File: config.mk
export PLATFORM = sky130hd
export DESIGN_NAME = kss_sender
export DESIGN_NICKNAME = d
export VERILOG_FILES = /design/src/rtl/kss_pkg.sv /design/src/rtl/kss_sender.sv
export SDC_FILE = /design/constraint.sdc
export NUM_CORES = 1
export LEC_CHECK = 0
export ABC_AREA = 1
export BUFFER_PORTS_ARGS = -buffer_cell sky130_fd_sc_hd__buf_2
export CAP_MARGIN = 5
export CORE_MARGIN = 5
export CORE_UTILIZATION = 47
export CTS_CLUSTER_DIAMETER = 60
export CTS_CLUSTER_SIZE = 20
export DETAILED_ROUTE_END_ITERATION = 10
export PLACE_DENSITY = 0.73
export SLEW_MARGIN = 25
export SYNTH_ARGS = -nofsm -noshare
export SYNTH_HDL_FRONTEND = slang
export SYNTH_SLANG_ARGS = --single-unit
File: constraint.sdc
create_clock -name aclk -period 5.1 [get_ports aclk]
set_clock_uncertainty 0.05 [all_clocks]
set_input_delay 0.255 -clock aclk [delete_from_list [all_inputs] [get_ports aclk]]
set_output_delay 0.255 -clock aclk [all_outputs]
set_load 0.1 [all_outputs]
File: src/rtl/kss_pkg.sv
// Shared constants for the keyboard start-stop sender.
// Assumes a 100 MHz aclk and an AXI4-Lite master with 32-bit data.
`default_nettype none

package kss_pkg;

  // ==========================================================
  // Register offsets.
  localparam logic [7:0] CTRL_OFS = 8'h00;
  localparam logic [7:0] KEY_OFS = 8'h04;
  localparam logic [7:0] STATUS_OFS = 8'h08;
  localparam logic [7:0] RXCHAR_OFS = 8'h0C;

  // ==========================================================
  // Control register fields.
  localparam int SPEED_LSB = 0;
  localparam int BREAK_BIT = 2;
  localparam int LOCK_BIT = 4;
  localparam int UNLOCK_BIT = 5;
  localparam int LCR_BIT = 6;
  localparam int LLF_BIT = 7;
  localparam logic [1:0] SPEED_RST = 2'h0;

  // Status register fields.
  localparam int BUSY_BIT = 0;
  localparam int LOCKED_BIT = 1;
  localparam int EOL_BIT = 2;
  localparam int PEND_BIT = 3;
  localparam int COL_LSB = 8;

  // ==========================================================
  // Character codes and frame layout.
  localparam int CODE_W = 5;
  localparam logic [4:0] BLANK_CODE = 5'h00;
  localparam logic [4:0] CR_CODE_DEF = 5'h08;
  localparam int ELEMS = 7;
  localparam logic [2:0] STOP_ELEM = 3'h6;
  localparam logic [2:0] CLEAR_ELEM = 3'h3;
  localparam logic [1:0] BLANKS_TO_LOCK = 2'h2;
  localparam logic [1:0] AXI_OKAY = 2'h0;
  localparam logic [1:0] AXI_SLVERR = 2'h2;

  // ==========================================================
  // Timing: character rates and element length in clock cycles.
  localparam longint CLK_HZ = 64'd100_000_000;
  localparam longint SEC_PER_MIN = 64'd60;
  localparam longint CPM_SLOW = 64'd368;
  localparam longint CPM_MID = 64'd460;
  localparam longint CPM_FAST = 64'd600;
  localparam longint ELEM_CYC_SLOW = (CLK_HZ * SEC_PER_MIN) / (CPM_SLOW * ELEMS);
  localparam longint ELEM_CYC_MID = (CLK_HZ * SEC_PER_MIN) / (CPM_MID * ELEMS);
  localparam longint ELEM_CYC_FAST = (CLK_HZ * SEC_PER_MIN) / (CPM_FAST * ELEMS);
  localparam int FIFO_DEPTH = 16;
  localparam int EOL_COL_DEF = 64;

endpackage : kss_pkg

`default_nettype wire

File: src/rtl/kss_sender.sv
// Keyboard start-stop character sender with AXI4-Lite registers and key FIFO.
// Assumes one 100 MHz clock, synchronous active-low reset and a line driver outside.
// ==========================================================
// Overview of operation
// - Once tripped, a character cycle always runs its full revolution.
// - The held code is copied to the transmit latch at cycle start.
// - Every frame opens with a spacing start element.
// - Data elements follow in code positions 1, 2, 3, 4, 5.
// - A data element is marking for a set bit, spacing otherwise.
// - The last element is a marking stop element.
// - Latch locks mid start element, releases mid stop element.
// - The code register clears a quarter into element 3.
// - A second key loads after that clear; a third waits for the same clear in the next cycle.
// - Local carriage return pulses the local printer only, never the line.
// - Local line feed pulses the local printer only, never the line.
// - Line break holds the line spacing until released.
// - The lockout key locks; locked keys start no cycle nor signal.
// - Two consecutive received blanks lock the keyboard remotely.
// - The release key unlocks the keyboard.
// - The end-of-line lamp lights as the line end nears.
// - Carriage return resets the column and darkens the lamp.
// - Character rate selects 368, 460 or 600 per minute.
//
// Added by the designer: the AXI4-Lite interface to the registers and the address map.
`default_nettype none

// ==========================================================
// Key FIFO.
module kss_fifo #(
  parameter int WIDTH = 5,
  parameter int DEPTH = 16
) (
  input wire logic aclk,
  input wire logic aresetn,
  input wire logic in_valid,
  output logic in_ready,
  input wire logic [WIDTH-1:0] in_data,
  output logic out_valid,
  input wire logic out_ready,
  output logic [WIDTH-1:0] out_data
);
  localparam int AW = $clog2(DEPTH);
  typedef struct packed {
    logic [AW-1:0] wp;
    logic [AW-1:0] rp;
    logic [AW:0] cnt;
  } kss_fifo_s;
  kss_fifo_s q;
  kss_fifo_s next_q;
  logic [WIDTH-1:0] mem [DEPTH];
  logic push;
  logic pop;

  assign in_ready = (q.cnt != (AW+1)'(DEPTH));
  assign out_valid = (q.cnt != '0);
  assign out_data = mem[q.rp];
  assign push = in_valid && in_ready;
  assign pop = out_valid && out_ready;

  always_comb begin
    next_q = q;
    if (push) begin
      next_q.wp = (q.wp == AW'(DEPTH-1)) ? '0 : q.wp + 1'b1;
    end
    if (pop) begin
      next_q.rp = (q.rp == AW'(DEPTH-1)) ? '0 : q.rp + 1'b1;
    end
    next_q.cnt = q.cnt + (AW+1)'(push) - (AW+1)'(pop);
  end

  always_ff @(posedge aclk) begin
    if (!aresetn) begin
      q <= '0;
    end else begin
      q <= next_q;
    end
  end

  always_ff @(posedge aclk) begin
    if (push) begin
      mem[q.wp] <= in_data;
    end
  end
endmodule : kss_fifo

// ==========================================================
// Sender top.
module kss_sender #(
  parameter int unsigned ELEM_SLOW = int'(kss_pkg::ELEM_CYC_SLOW),
  parameter int unsigned ELEM_MID = int'(kss_pkg::ELEM_CYC_MID),
  parameter int unsigned ELEM_FAST = int'(kss_pkg::ELEM_CYC_FAST),
  parameter int DEPTH = kss_pkg::FIFO_DEPTH,
  parameter int EOL_COL = kss_pkg::EOL_COL_DEF,
  parameter logic [4:0] CR_CODE = kss_pkg::CR_CODE_DEF
) (
  input wire logic aclk,
  input wire logic aresetn,
  input wire logic [7:0] s_axi_awaddr,
  input wire logic s_axi_awvalid,
  output logic s_axi_awready,
  input wire logic [31:0] s_axi_wdata,
  input wire logic [3:0] s_axi_wstrb,
  input wire logic s_axi_wvalid,
  output logic s_axi_wready,
  output logic [1:0] s_axi_bresp,
  output logic s_axi_bvalid,
  input wire logic s_axi_bready,
  input wire logic [7:0] s_axi_araddr,
  input wire logic s_axi_arvalid,
  output logic s_axi_arready,
  output logic [31:0] s_axi_rdata,
  output logic [1:0] s_axi_rresp,
  output logic s_axi_rvalid,
  input wire logic s_axi_rready,
  output logic line_mark,
  output logic local_cr_pulse,
  output logic local_lf_pulse,
  output logic eol_lamp
);
  typedef enum logic {KSS_IDLE, KSS_RUN} kss_state_e;
  typedef struct packed {
    kss_state_e st;
    logic [2:0] elem;
    logic [31:0] sub;
    logic [31:0] elem_len;
    logic [4:0] tx_latch;
    logic latch_locked;
    logic [4:0] code;
    logic code_full;
    logic locked;
    logic [1:0] blanks;
    logic [7:0] col;
    logic eol;
    logic mark;
    logic cr_p;
    logic lf_p;
    logic [1:0] speed;
    logic brk;
    logic aw_got;
    logic [7:0] awaddr;
    logic w_got;
    logic [31:0] wdata;
    logic push;
    logic bvalid;
    logic [1:0] bresp;
    logic rvalid;
    logic [31:0] rdata;
    logic [1:0] rresp;
  } kss_state_s;

  kss_state_s q;
  kss_state_s next_q;
  logic fifo_in_ready;
  logic fifo_out_valid;
  logic [4:0] fifo_out_data;
  logic fifo_pop;

  // ==========================================================
  // Key buffer between the register bus and the code register.
  assign fifo_pop = !q.code_full;

  kss_fifo #(
    .WIDTH(kss_pkg::CODE_W),
    .DEPTH(DEPTH)
  ) u_fifo (
    .aclk(aclk),
    .aresetn(aresetn),
    .in_valid(q.push),
    .in_ready(fifo_in_ready),
    .in_data(q.wdata[4:0]),
    .out_valid(fifo_out_valid),
    .out_ready(fifo_pop),
    .out_data(fifo_out_data)
  );

  assign s_axi_awready = !q.aw_got && !q.bvalid;
  assign s_axi_wready = !q.w_got && !q.bvalid;
  assign s_axi_bvalid = q.bvalid;
  assign s_axi_bresp = q.bresp;
  assign s_axi_arready = !q.rvalid;
  assign s_axi_rvalid = q.rvalid;
  assign s_axi_rdata = q.rdata;
  assign s_axi_rresp = q.rresp;
  assign line_mark = q.mark;
  assign local_cr_pulse = q.cr_p;
  assign local_lf_pulse = q.lf_p;
  assign eol_lamp = q.eol;

  // ==========================================================
  // Next-state logic.
  always_comb begin
    logic wr_go;
    logic cr_now;
    logic lock_set;
    logic [4:0] sent;
    logic [7:0] wa;
    wr_go = 1'b0;
    cr_now = 1'b0;
    lock_set = 1'b0;
    sent = q.tx_latch;
    wa = q.awaddr;
    next_q = q;
    next_q.cr_p = 1'b0;
    next_q.lf_p = 1'b0;

    // Write address and data are taken in either order.
    if (s_axi_awvalid && s_axi_awready) begin
      next_q.aw_got = 1'b1;
      next_q.awaddr = s_axi_awaddr;
      wa = s_axi_awaddr;
    end
    if (s_axi_wvalid && s_axi_wready) begin
      next_q.w_got = 1'b1;
      next_q.wdata = s_axi_wdata;
    end
    if (q.aw_got && q.w_got && !q.push && !q.bvalid) begin
      wr_go = 1'b1;
    end
    if (q.push && fifo_in_ready) begin
      next_q.push = 1'b0;
      next_q.bvalid = 1'b1;
      next_q.bresp = kss_pkg::AXI_OKAY;
    end
    if (wr_go) begin
      next_q.bresp = kss_pkg::AXI_OKAY;
      case (wa)
        kss_pkg::CTRL_OFS: begin
          next_q.speed = q.wdata[kss_pkg::SPEED_LSB +: 2];
          next_q.brk = q.wdata[kss_pkg::BREAK_BIT];
          next_q.cr_p = q.wdata[kss_pkg::LCR_BIT];
          next_q.lf_p = q.wdata[kss_pkg::LLF_BIT];
          cr_now = q.wdata[kss_pkg::LCR_BIT];
          if (q.wdata[kss_pkg::UNLOCK_BIT]) begin
            next_q.locked = 1'b0;
            next_q.blanks = 2'h0;
          end
          if (q.wdata[kss_pkg::LOCK_BIT]) begin
            next_q.locked = 1'b1;
          end
          next_q.bvalid = 1'b1;
        end
        kss_pkg::KEY_OFS: begin
          if (q.locked) begin
            next_q.bvalid = 1'b1;
            next_q.bresp = kss_pkg::AXI_SLVERR;
          end else begin
            next_q.push = 1'b1;
          end
        end
        kss_pkg::RXCHAR_OFS: begin
          if (q.wdata[4:0] == kss_pkg::BLANK_CODE) begin
            next_q.blanks = (q.blanks == kss_pkg::BLANKS_TO_LOCK) ? q.blanks : q.blanks + 2'h1;
            if (q.blanks == kss_pkg::BLANKS_TO_LOCK - 2'h1) begin
              lock_set = 1'b1;
            end
          end else begin
            next_q.blanks = 2'h0;
          end
          if (q.wdata[4:0] == CR_CODE) begin
            cr_now = 1'b1;
          end
          next_q.bvalid = 1'b1;
        end
        kss_pkg::STATUS_OFS: begin
          next_q.bvalid = 1'b1;
        end
        default: begin
          next_q.bvalid = 1'b1;
          next_q.bresp = kss_pkg::AXI_SLVERR;
        end
      endcase
    end
    if (q.bvalid && s_axi_bready) begin
      next_q.bvalid = 1'b0;
      next_q.aw_got = 1'b0;
      next_q.w_got = 1'b0;
    end

    // Register reads answer one cycle after the address is taken.
    if (s_axi_arvalid && s_axi_arready) begin
      next_q.rvalid = 1'b1;
      next_q.rresp = kss_pkg::AXI_OKAY;
      next_q.rdata = 32'h0000_0000;
      case (s_axi_araddr)
        kss_pkg::CTRL_OFS: begin
          next_q.rdata[kss_pkg::SPEED_LSB +: 2] = q.speed;
          next_q.rdata[kss_pkg::BREAK_BIT] = q.brk;
        end
        kss_pkg::STATUS_OFS: begin
          next_q.rdata[kss_pkg::BUSY_BIT] = (q.st == KSS_RUN);
          next_q.rdata[kss_pkg::LOCKED_BIT] = q.locked;
          next_q.rdata[kss_pkg::EOL_BIT] = q.eol;
          next_q.rdata[kss_pkg::PEND_BIT] = q.code_full;
          next_q.rdata[kss_pkg::COL_LSB +: 8] = q.col;
        end
        kss_pkg::KEY_OFS, kss_pkg::RXCHAR_OFS: begin
          next_q.rdata[4:0] = q.code;
        end
        default: begin
          next_q.rresp = kss_pkg::AXI_SLVERR;
        end
      endcase
    end else if (q.rvalid && s_axi_rready) begin
      next_q.rvalid = 1'b0;
    end

    // Code register takes the next key when it is free.
    if (fifo_pop && fifo_out_valid) begin
      next_q.code = fifo_out_data;
      next_q.code_full = 1'b1;
    end

    // Character cycle.
    case (q.st)
      KSS_IDLE: begin
        next_q.elem = 3'h0;
        next_q.sub = 32'h0000_0000;
        if (q.code_full && !q.locked) begin
          next_q.st = KSS_RUN;
          next_q.tx_latch = q.code;
          case (q.speed)
            2'h1: next_q.elem_len = ELEM_MID;
            2'h2: next_q.elem_len = ELEM_FAST;
            default: next_q.elem_len = ELEM_SLOW;
          endcase
        end
      end
      KSS_RUN: begin
        if (q.sub == q.elem_len - 32'h1) begin
          next_q.sub = 32'h0000_0000;
          if (q.elem == kss_pkg::STOP_ELEM) begin
            next_q.st = KSS_IDLE;
            if (sent == CR_CODE) begin
              cr_now = 1'b1;
            end else begin
              next_q.col = (q.col == 8'hFF) ? q.col : q.col + 8'h01;
            end
          end else begin
            next_q.elem = q.elem + 3'h1;
          end
        end else begin
          next_q.sub = q.sub + 32'h1;
        end
        if (q.elem == 3'h0 && q.sub == (q.elem_len >> 1)) begin
          next_q.latch_locked = 1'b1;
        end
        if (q.elem == kss_pkg::STOP_ELEM && q.sub == (q.elem_len >> 1)) begin
          next_q.latch_locked = 1'b0;
        end
        if (q.elem == kss_pkg::CLEAR_ELEM && q.sub == (q.elem_len >> 2) && q.code_full) begin
          next_q.code_full = 1'b0;
        end
      end
      default: begin
        next_q.st = KSS_IDLE;
      end
    endcase

    // Line level: start space, data bits, stop mark, idle mark, break space.
    if (next_q.st == KSS_RUN) begin
      case (next_q.elem)
        3'h0: next_q.mark = 1'b0;
        kss_pkg::STOP_ELEM: next_q.mark = 1'b1;
        default: next_q.mark = next_q.tx_latch[next_q.elem - 3'h1];
      endcase
    end else begin
      next_q.mark = 1'b1;
    end
    if (next_q.brk) begin
      next_q.mark = 1'b0;
    end

    if (lock_set) begin
      next_q.locked = 1'b1;
    end
    if (cr_now) begin
      next_q.col = 8'h00;
    end
    next_q.eol = (next_q.col >= 8'(EOL_COL));
  end

  always_ff @(posedge aclk) begin
    if (!aresetn) begin
      q <= '0;
      q.st <= KSS_IDLE;
      q.mark <= 1'b1;
      q.speed <= kss_pkg::SPEED_RST;
      q.elem_len <= 32'h1;
    end else begin
      q <= next_q;
    end
  end
endmodule : kss_sender

`default_nettype wire

# --- After elaboration in Yosys (flattened, before gate mapping) ---
# Memory sizes are Yosys's and may differ from the RTL's. A register that Yosys moved wholly into a read port is not among the register bits.
# Cells that the tools add are included.
word_totals:
  memories: 1
  elab_cells: 173
  ramBits: 80
  register_bits: 133
mem_list:
  columns: ["name", "depth", "width", "read_ports", "rd_clocked_by_memory_dff", "wr", "line_no", "text"]
  rows:
  - ["u_fifo.mem", 16, 5, 1, 1, 1, "kss_sender.sv:50", "logic [WIDTH-1:0] mem [DEPTH];"]
classes:
  add_sub_neg: 10
  mux: 64
  bitwise: 2
  reduce_logical: 43
  order_cmp: 2
  eq_ne: 23
op_table:
  columns: ["operator", "n"]
  rows:
  - ["36-bit one-hot mux with 2 select lines", 1]
  - ["8-bit two-way mux", 8]
  - ["22-bit one-hot mux with 2 select lines", 1]
  - ["32-bit by 1-bit adder with 32-bit output (second input constant)", 1]
  - ["32-bit by 20-bit equality test with 1-bit output", 1]
  - ["32-bit equality test", 1]
  - ["8-bit by 4-bit equality test with 1-bit output (second input constant)", 4]
  - ["1-bit two-way mux", 32]
  - ["32-bit two-way mux", 1]
  - ["22-bit by 1-bit subtractor with 23-bit output (second input constant)", 1]
  - ["4-bit two-way mux", 5]
  - ["8-bit by 3-bit equality test with 1-bit output (second input constant)", 2]
  - ["8-bit logical NOT", 2]
  - ["1-bit logical AND", 15]
  - ["3-bit two-way mux", 4]
  - ["5-bit by 4-bit equality test with 1-bit output (second input constant)", 2]
  - ["5-bit two-way mux", 2]
  - ["2-bit nonzero test", 5]
  - ["3-bit one-hot mux with 3 select lines", 1]
  - ["4-bit by 1-bit adder with 4-bit output (second input constant)", 2]
  - ["8-bit by 1-bit adder with 8-bit output (second input constant)", 1]
  - ["4-bit equality test (second input constant)", 2]
  - ["8-bit equality test (second input constant)", 1]
  - ["8-bit by 7-bit greater-or-equal comparator with 1-bit output (second input constant)", 1]
  - ["other kinds (29)", 48]

# --- Logic depth before layout (Yosys ltp) ---
logic_depth:
  ltp_word: 13
  ltp_mapped: 27
  ltp_nobuf: 25

# --- Modules after synthesis ---
# From an unflattened synthesis, not the netlist that was laid out.
unflattened:
  cells_unflattened: 1344
  area_unflattened_um2: 10496.3
modules_own_cells:
  columns: ["module", "area_each_um2", "cells_each", "instances"]
  rows:
  - ["kss_sender", 6190.9, 912, 1]
  - ["kss_fifo", 4305.4, 432, 1]

# --- Least setup slack after synthesis ---
# OpenSTA, ideal clock, no wires.
synth_timing:
  path_kind: "reg-to-reg"
  from: "reg q, in the netlist s_axi_bvalid"
  to: "reg q, in the netlist eol_lamp"
  required_ps: 4931
  setup_time_ps: 119
  setup_slack_ps: 1761
  stages_incl_launch_ff: 16
  period_less_slack_ps: 3339
  t_arrival_ps: 3170
  path_cell_list: "dfxtp_1 -> nor2_2 -> nand2_2 -> buf_2 -> o21ai_0 -> nand2_1 -> inv_1 -> nand2_1 -> inv_2 -> nand4_1 -> nor2_1 -> nor3_1 -> nand2_1 -> inv_2 -> o211ai_2 -> nand2_1"
synth_between:
  elab_chain_len: 13
synth_lines:
  columns: ["element", "line_no", "text"]
  rows:
  - ["start: declaration", "kss_sender.sv:151", "kss_state_s q;"]
  - ["start signal: assignment", "kss_sender.sv:390", "q <= next_q;"]
  - ["1-bit logical NOT (*)", "kss_sender.sv:176", "assign s_axi_awready = !q.aw_got && !q.bvalid;"]
  - ["1-bit logical AND (*)", "kss_sender.sv:176", null]
  - ["named net s_axi_awready", "kss_sender.sv:100", "output logic s_axi_awready,"]
  - ["1-bit logical AND (*)", "kss_sender.sv:207", "if (s_axi_awvalid && s_axi_awready) begin"]
  - ["8-bit two-way mux (*)", "kss_sender.sv:207", null]
  - ["8-bit by 4-bit equality test with 1-bit output or 8-bit logical NOT (tied branches)", "kss_sender.sv:226", "case (wa)"]
  - ["1-bit one-hot mux with 2 select lines (*)", "kss_sender.sv:226", null]
  - ["1-bit two-way mux (*)", "kss_sender.sv:224", "if (wr_go) begin"]
  - ["1-bit two-way mux", "kss_sender.sv:333", "if (sent == CR_CODE) begin"]
  - ["1-bit two-way mux", "kss_sender.sv:331", "if (q.elem == kss_pkg::STOP_ELEM) begin"]
  - ["1-bit two-way mux", "kss_sender.sv:329", "if (q.sub == q.elem_len - 32'h1) begin"]
  - ["1-bit two-way mux (*)", "kss_sender.sv:314", "case (q.st)"]
  - ["8-bit two-way mux (*)", "kss_sender.sv:376", "if (cr_now) begin"]
  - ["8-bit by 7-bit greater-or-equal comparator with 1-bit output (*)", "kss_sender.sv:379", "next_q.eol = (next_q.col >= 8'(EOL_COL));"]
# The timed path passes the listed nets; every way through them passes the cells marked *.
# A chain may end at the register's enable or synchronous reset.

# --- Final worst setup path ---
layout_timing:
  from: "reg q[131] (netlist name)"
  to: "reg q, in the netlist line_mark"
layout_between:
  elab_chain_len: 10
layout_lines:
  columns: ["element", "line_no", "text"]
  rows:
  - ["22-bit by 1-bit subtractor with 23-bit output (*)", "kss_sender.sv:329", null]
  - ["32-bit equality test (*)", "kss_sender.sv:329", null]
  - ["4-bit two-way mux (*)", "kss_sender.sv:329", null]
  - ["36-bit one-hot mux with 2 select lines (*)", "kss_sender.sv:314", null]
  - ["3-bit by 1-bit subtractor with 3-bit output", "kss_sender.sv:364", "default: next_q.mark = next_q.tx_latch[next_q.elem - 3'h1];"]
  - ["1-bit binary-select mux with 3-bit select", "kss_sender.sv:364", null]
  - ["1-bit two-way mux (not written as such)", "kss_sender.sv:364", null]
  - ["1-bit one-hot mux with 2 select lines", "kss_sender.sv:361", "case (next_q.elem)"]
  - ["1-bit two-way mux (*)", "kss_sender.sv:360", "if (next_q.st == KSS_RUN) begin"]
  - ["1-bit two-way mux (*)", "kss_sender.sv:369", "if (next_q.brk) begin"]
# Mark *: on every way between the ends. The rest lies on a longest branch, timed or not. The select of a mux whose other input is x is not followed.

==> run metrics <==
CTS Hold Bufs 10; Main synth FF type dfxtp_1; total congestion overflow 0; IO Port Bufs between 50 and 60; Distinct cells, synth 48; CTS root buffer clkbuf_16; Crit path arrival time 4.38 ns; largest cells by area after synthesis dfxtp_1, edfxtp_1, nand2_1; Final #Nets 1,401; mean post-synth cell area ~8.0 sq um; core box area 0.0217 sq mm; register area share after synthesis 46.8%; fin crit share 78.5%; min cycle time layout 4.00 ns; first-pass GRT wire length 38,100 um; Ys Warns 0; maxcap violations 0; Layout area overhead 7.97%; Pins Over Slew Limit 0; Pwr Total 4.38 mW; HPWL after DPL 16,500 um; maximum vdd drop 0.359 mV; Pre-antenna DRT Iters 5; TritonCTS sink count 201; Non-Filler Instances 1,604; Slowest-stage cell, CP dfxtp_1; starting density of the core 47.5%; DIE AREA between 0.02 and 0.025 sq mm; worst relative slew slack 38.3%; H-tree depth 1; Post-CTS Setup Bufs 0; post-route antenna net violation count 0; status finished clean; TritonCTS clock tree yes; leakage power 4.46 nW; chip height ~160 um; DRC viols 0; fraction of layout cells with a size suffix above 1 between 10% and 20%; routed len/inst 14.7 um; initial antenna violation count 0; RSZ-0062 raised after global routing no; startpoint types flip-flop; WP buf/inv 3; DR vias 8,449; Synth area leader dfxtp_1; Cells after DPL 1,569; total negative slack 0 ns; commonest non-fill, non-tap cell in the layout nand2_1; Crit Path Class flip-flop to flip-flop; final wirelength 23,700 um; final hold vios 0; diode count 0; final setup vio count 0; fmax around 250 MHz; std cell rows 54; Synth top area share 23.5%; Post-CTS Resized 0; Post-Syn Area 0.0103 sq mm; Hold WC Path Type primary input to flip-flop; #FFs+latches synth 201; Post-synth ARST share 0%; Slew @ Worst Pin 0.919 ns; pin count of the biggest net entering global routing 44; Worst Path Required 5.48 ns; Ports 104; Worst Path Max Fanout 12; Power Density about 400 mW/mm^2; GP Congestion 0.949; crit end category flip-flop; CP dominant cell by count nand2_1; Starting DRT DRC Count 727; Clk Latency, worst-skew pair ~0.48 ns; family with the most delay on the worst path simple AND/OR/NAND/NOR gates; CTS Buffer Depth 3; Syn Inst Count about 1,300; vias in the first global route approximately 8,000; vias per inst 5.27; Worst-path clk slew ~0.080 ns; EDFF count, synth 80; crit-path cells inv_1 > ha_1 > ha_1 > inv_1 > nand2_1 > nand2_1 > nand2_1 > nand2_1 > nand2_1 > nor3_1 > nand3_1 > o21ai_0 > nand3_1 > ha_1 > mux2i_1 > nand4_1 > nand2_1 > inv_1 > nor2_1 > nor2_1 > nor2_1; Worst path max stage delay 0.61 ns; cts bufs inserted 15; total global routing track utilization a little under a fifth; Die W 158 um; most frequent cells in the layout nand2_1, nor2_1, inv_1
stage by stage:
| step | setup slack [ns] | utilization [%] | hold slack, ns | instance area [sq um] |
|---|---|---|---|---|
| 2_1_floorplan | 1.76 | - | 0.365 | 10400 |
| 3_3_place_gp | 1.27 | 48.7 | 0.386 | 10600 |
| 3_5_place_dp | 1.17 | 48.7 | 0.395 | 10600 |
| 4_1_cts | 1.15 | 51.3 | 0.00100 | 11100 |
| 5_1_grt | 0.781 | 51.3 | 0.0105 | 11100 |
| 6_report | 1.10 | 51.3 | 0.0110 | 11100 |
synth_stat cells (all sizes together) (3+ instances only):
cell    instances
nor4           12
o21ai         109
o221ai         11
xnor2           7
inv           145
o22ai          14
nor2          197
a21oi          60
o211ai          4
nand3          78
a41oi           5
clkinv          3
nor3           21
a31oi           4
nand2         248
a211oi          7
xor2           17
buf            51
edfxtp         80
nor3b           4
dfxtp         121
ha             25
nand4          26
clkbuf         28
o21a            3
or2             3
per-layer routing:
metal	wire (um)	global-route usage (%)	part of all wire, %
met1	10500	25.6	45
met2	11300	30.9	48
met3	1290	2.84	5.5
met4	491	4.67	2.1
met5	0	0	0
worst paths after layout:
check / from / end / slack [ns] / cells past startpoint
worst max-delay path: q[131] / line_mark / 1.10 / 21
worst max register to register: q[131] / line_mark / 1.10 / 21
worst min-delay path: s_axi_awaddr[4] / q[76] / 0.01 / 3
worst min register to register: q[46] / local_lf_pulse / 0.40 / 2
cells by family (layout without fill, tap and decap cells):
group | Yosys count | in the layout | synth area share (%)
AO/OA/AOI/OAI | 220 | 220 | 12.0
XOR/XNOR | 24 | 24 | 2.04
adder cells (fa/ha/maj) | 26 | 26 | 3.23
buffers and inverters | 227 | 242 | 9.85
flip-flops | 201 | 201 | 46.8
multiplexers | 1 | 1 | 0.0972
other | 1 | 21 | 0.0364
AND/OR/NAND/NOR | 589 | 589 | 25.9
cell type report:
type	count	area (sq um)
inverters	148	556
clock inverters	6	56.3
multi-input cells	881	4530
clock buffers	19	390
repair buffers	69	408
fillers	2026	10600
well taps	280	350
flip-flops and latches	201	4820
registers in the layout, summed over array words and instances (netlist names):
| name | flops |
|---|---|
| line_mark | 1 |
| s_axi_rdata | 13 |
| u_fifo.q | 13 |
| s_axi_rresp | 1 |
| s_axi_rvalid | 1 |
| local_cr_pulse | 1 |
| s_axi_bresp | 1 |
| u_fifo.mem | 80 |
| s_axi_bvalid | 1 |
| local_lf_pulse | 1 |
| q | 87 |
| eol_lamp | 1 |
worst min-delay path: stages:
cell and delay (ns):
buf_2 0.07, o21ai_0 0.09, nor2_1 0.09
report_power, final:
group / switching, mW / internal [mW]
combinational: 0.914 / 0.393
clock: 0.592 / 0.562
sequential: 0.143 / 1.78
total: 1.65 / 2.73
Power figures use the tool's default switching activity.
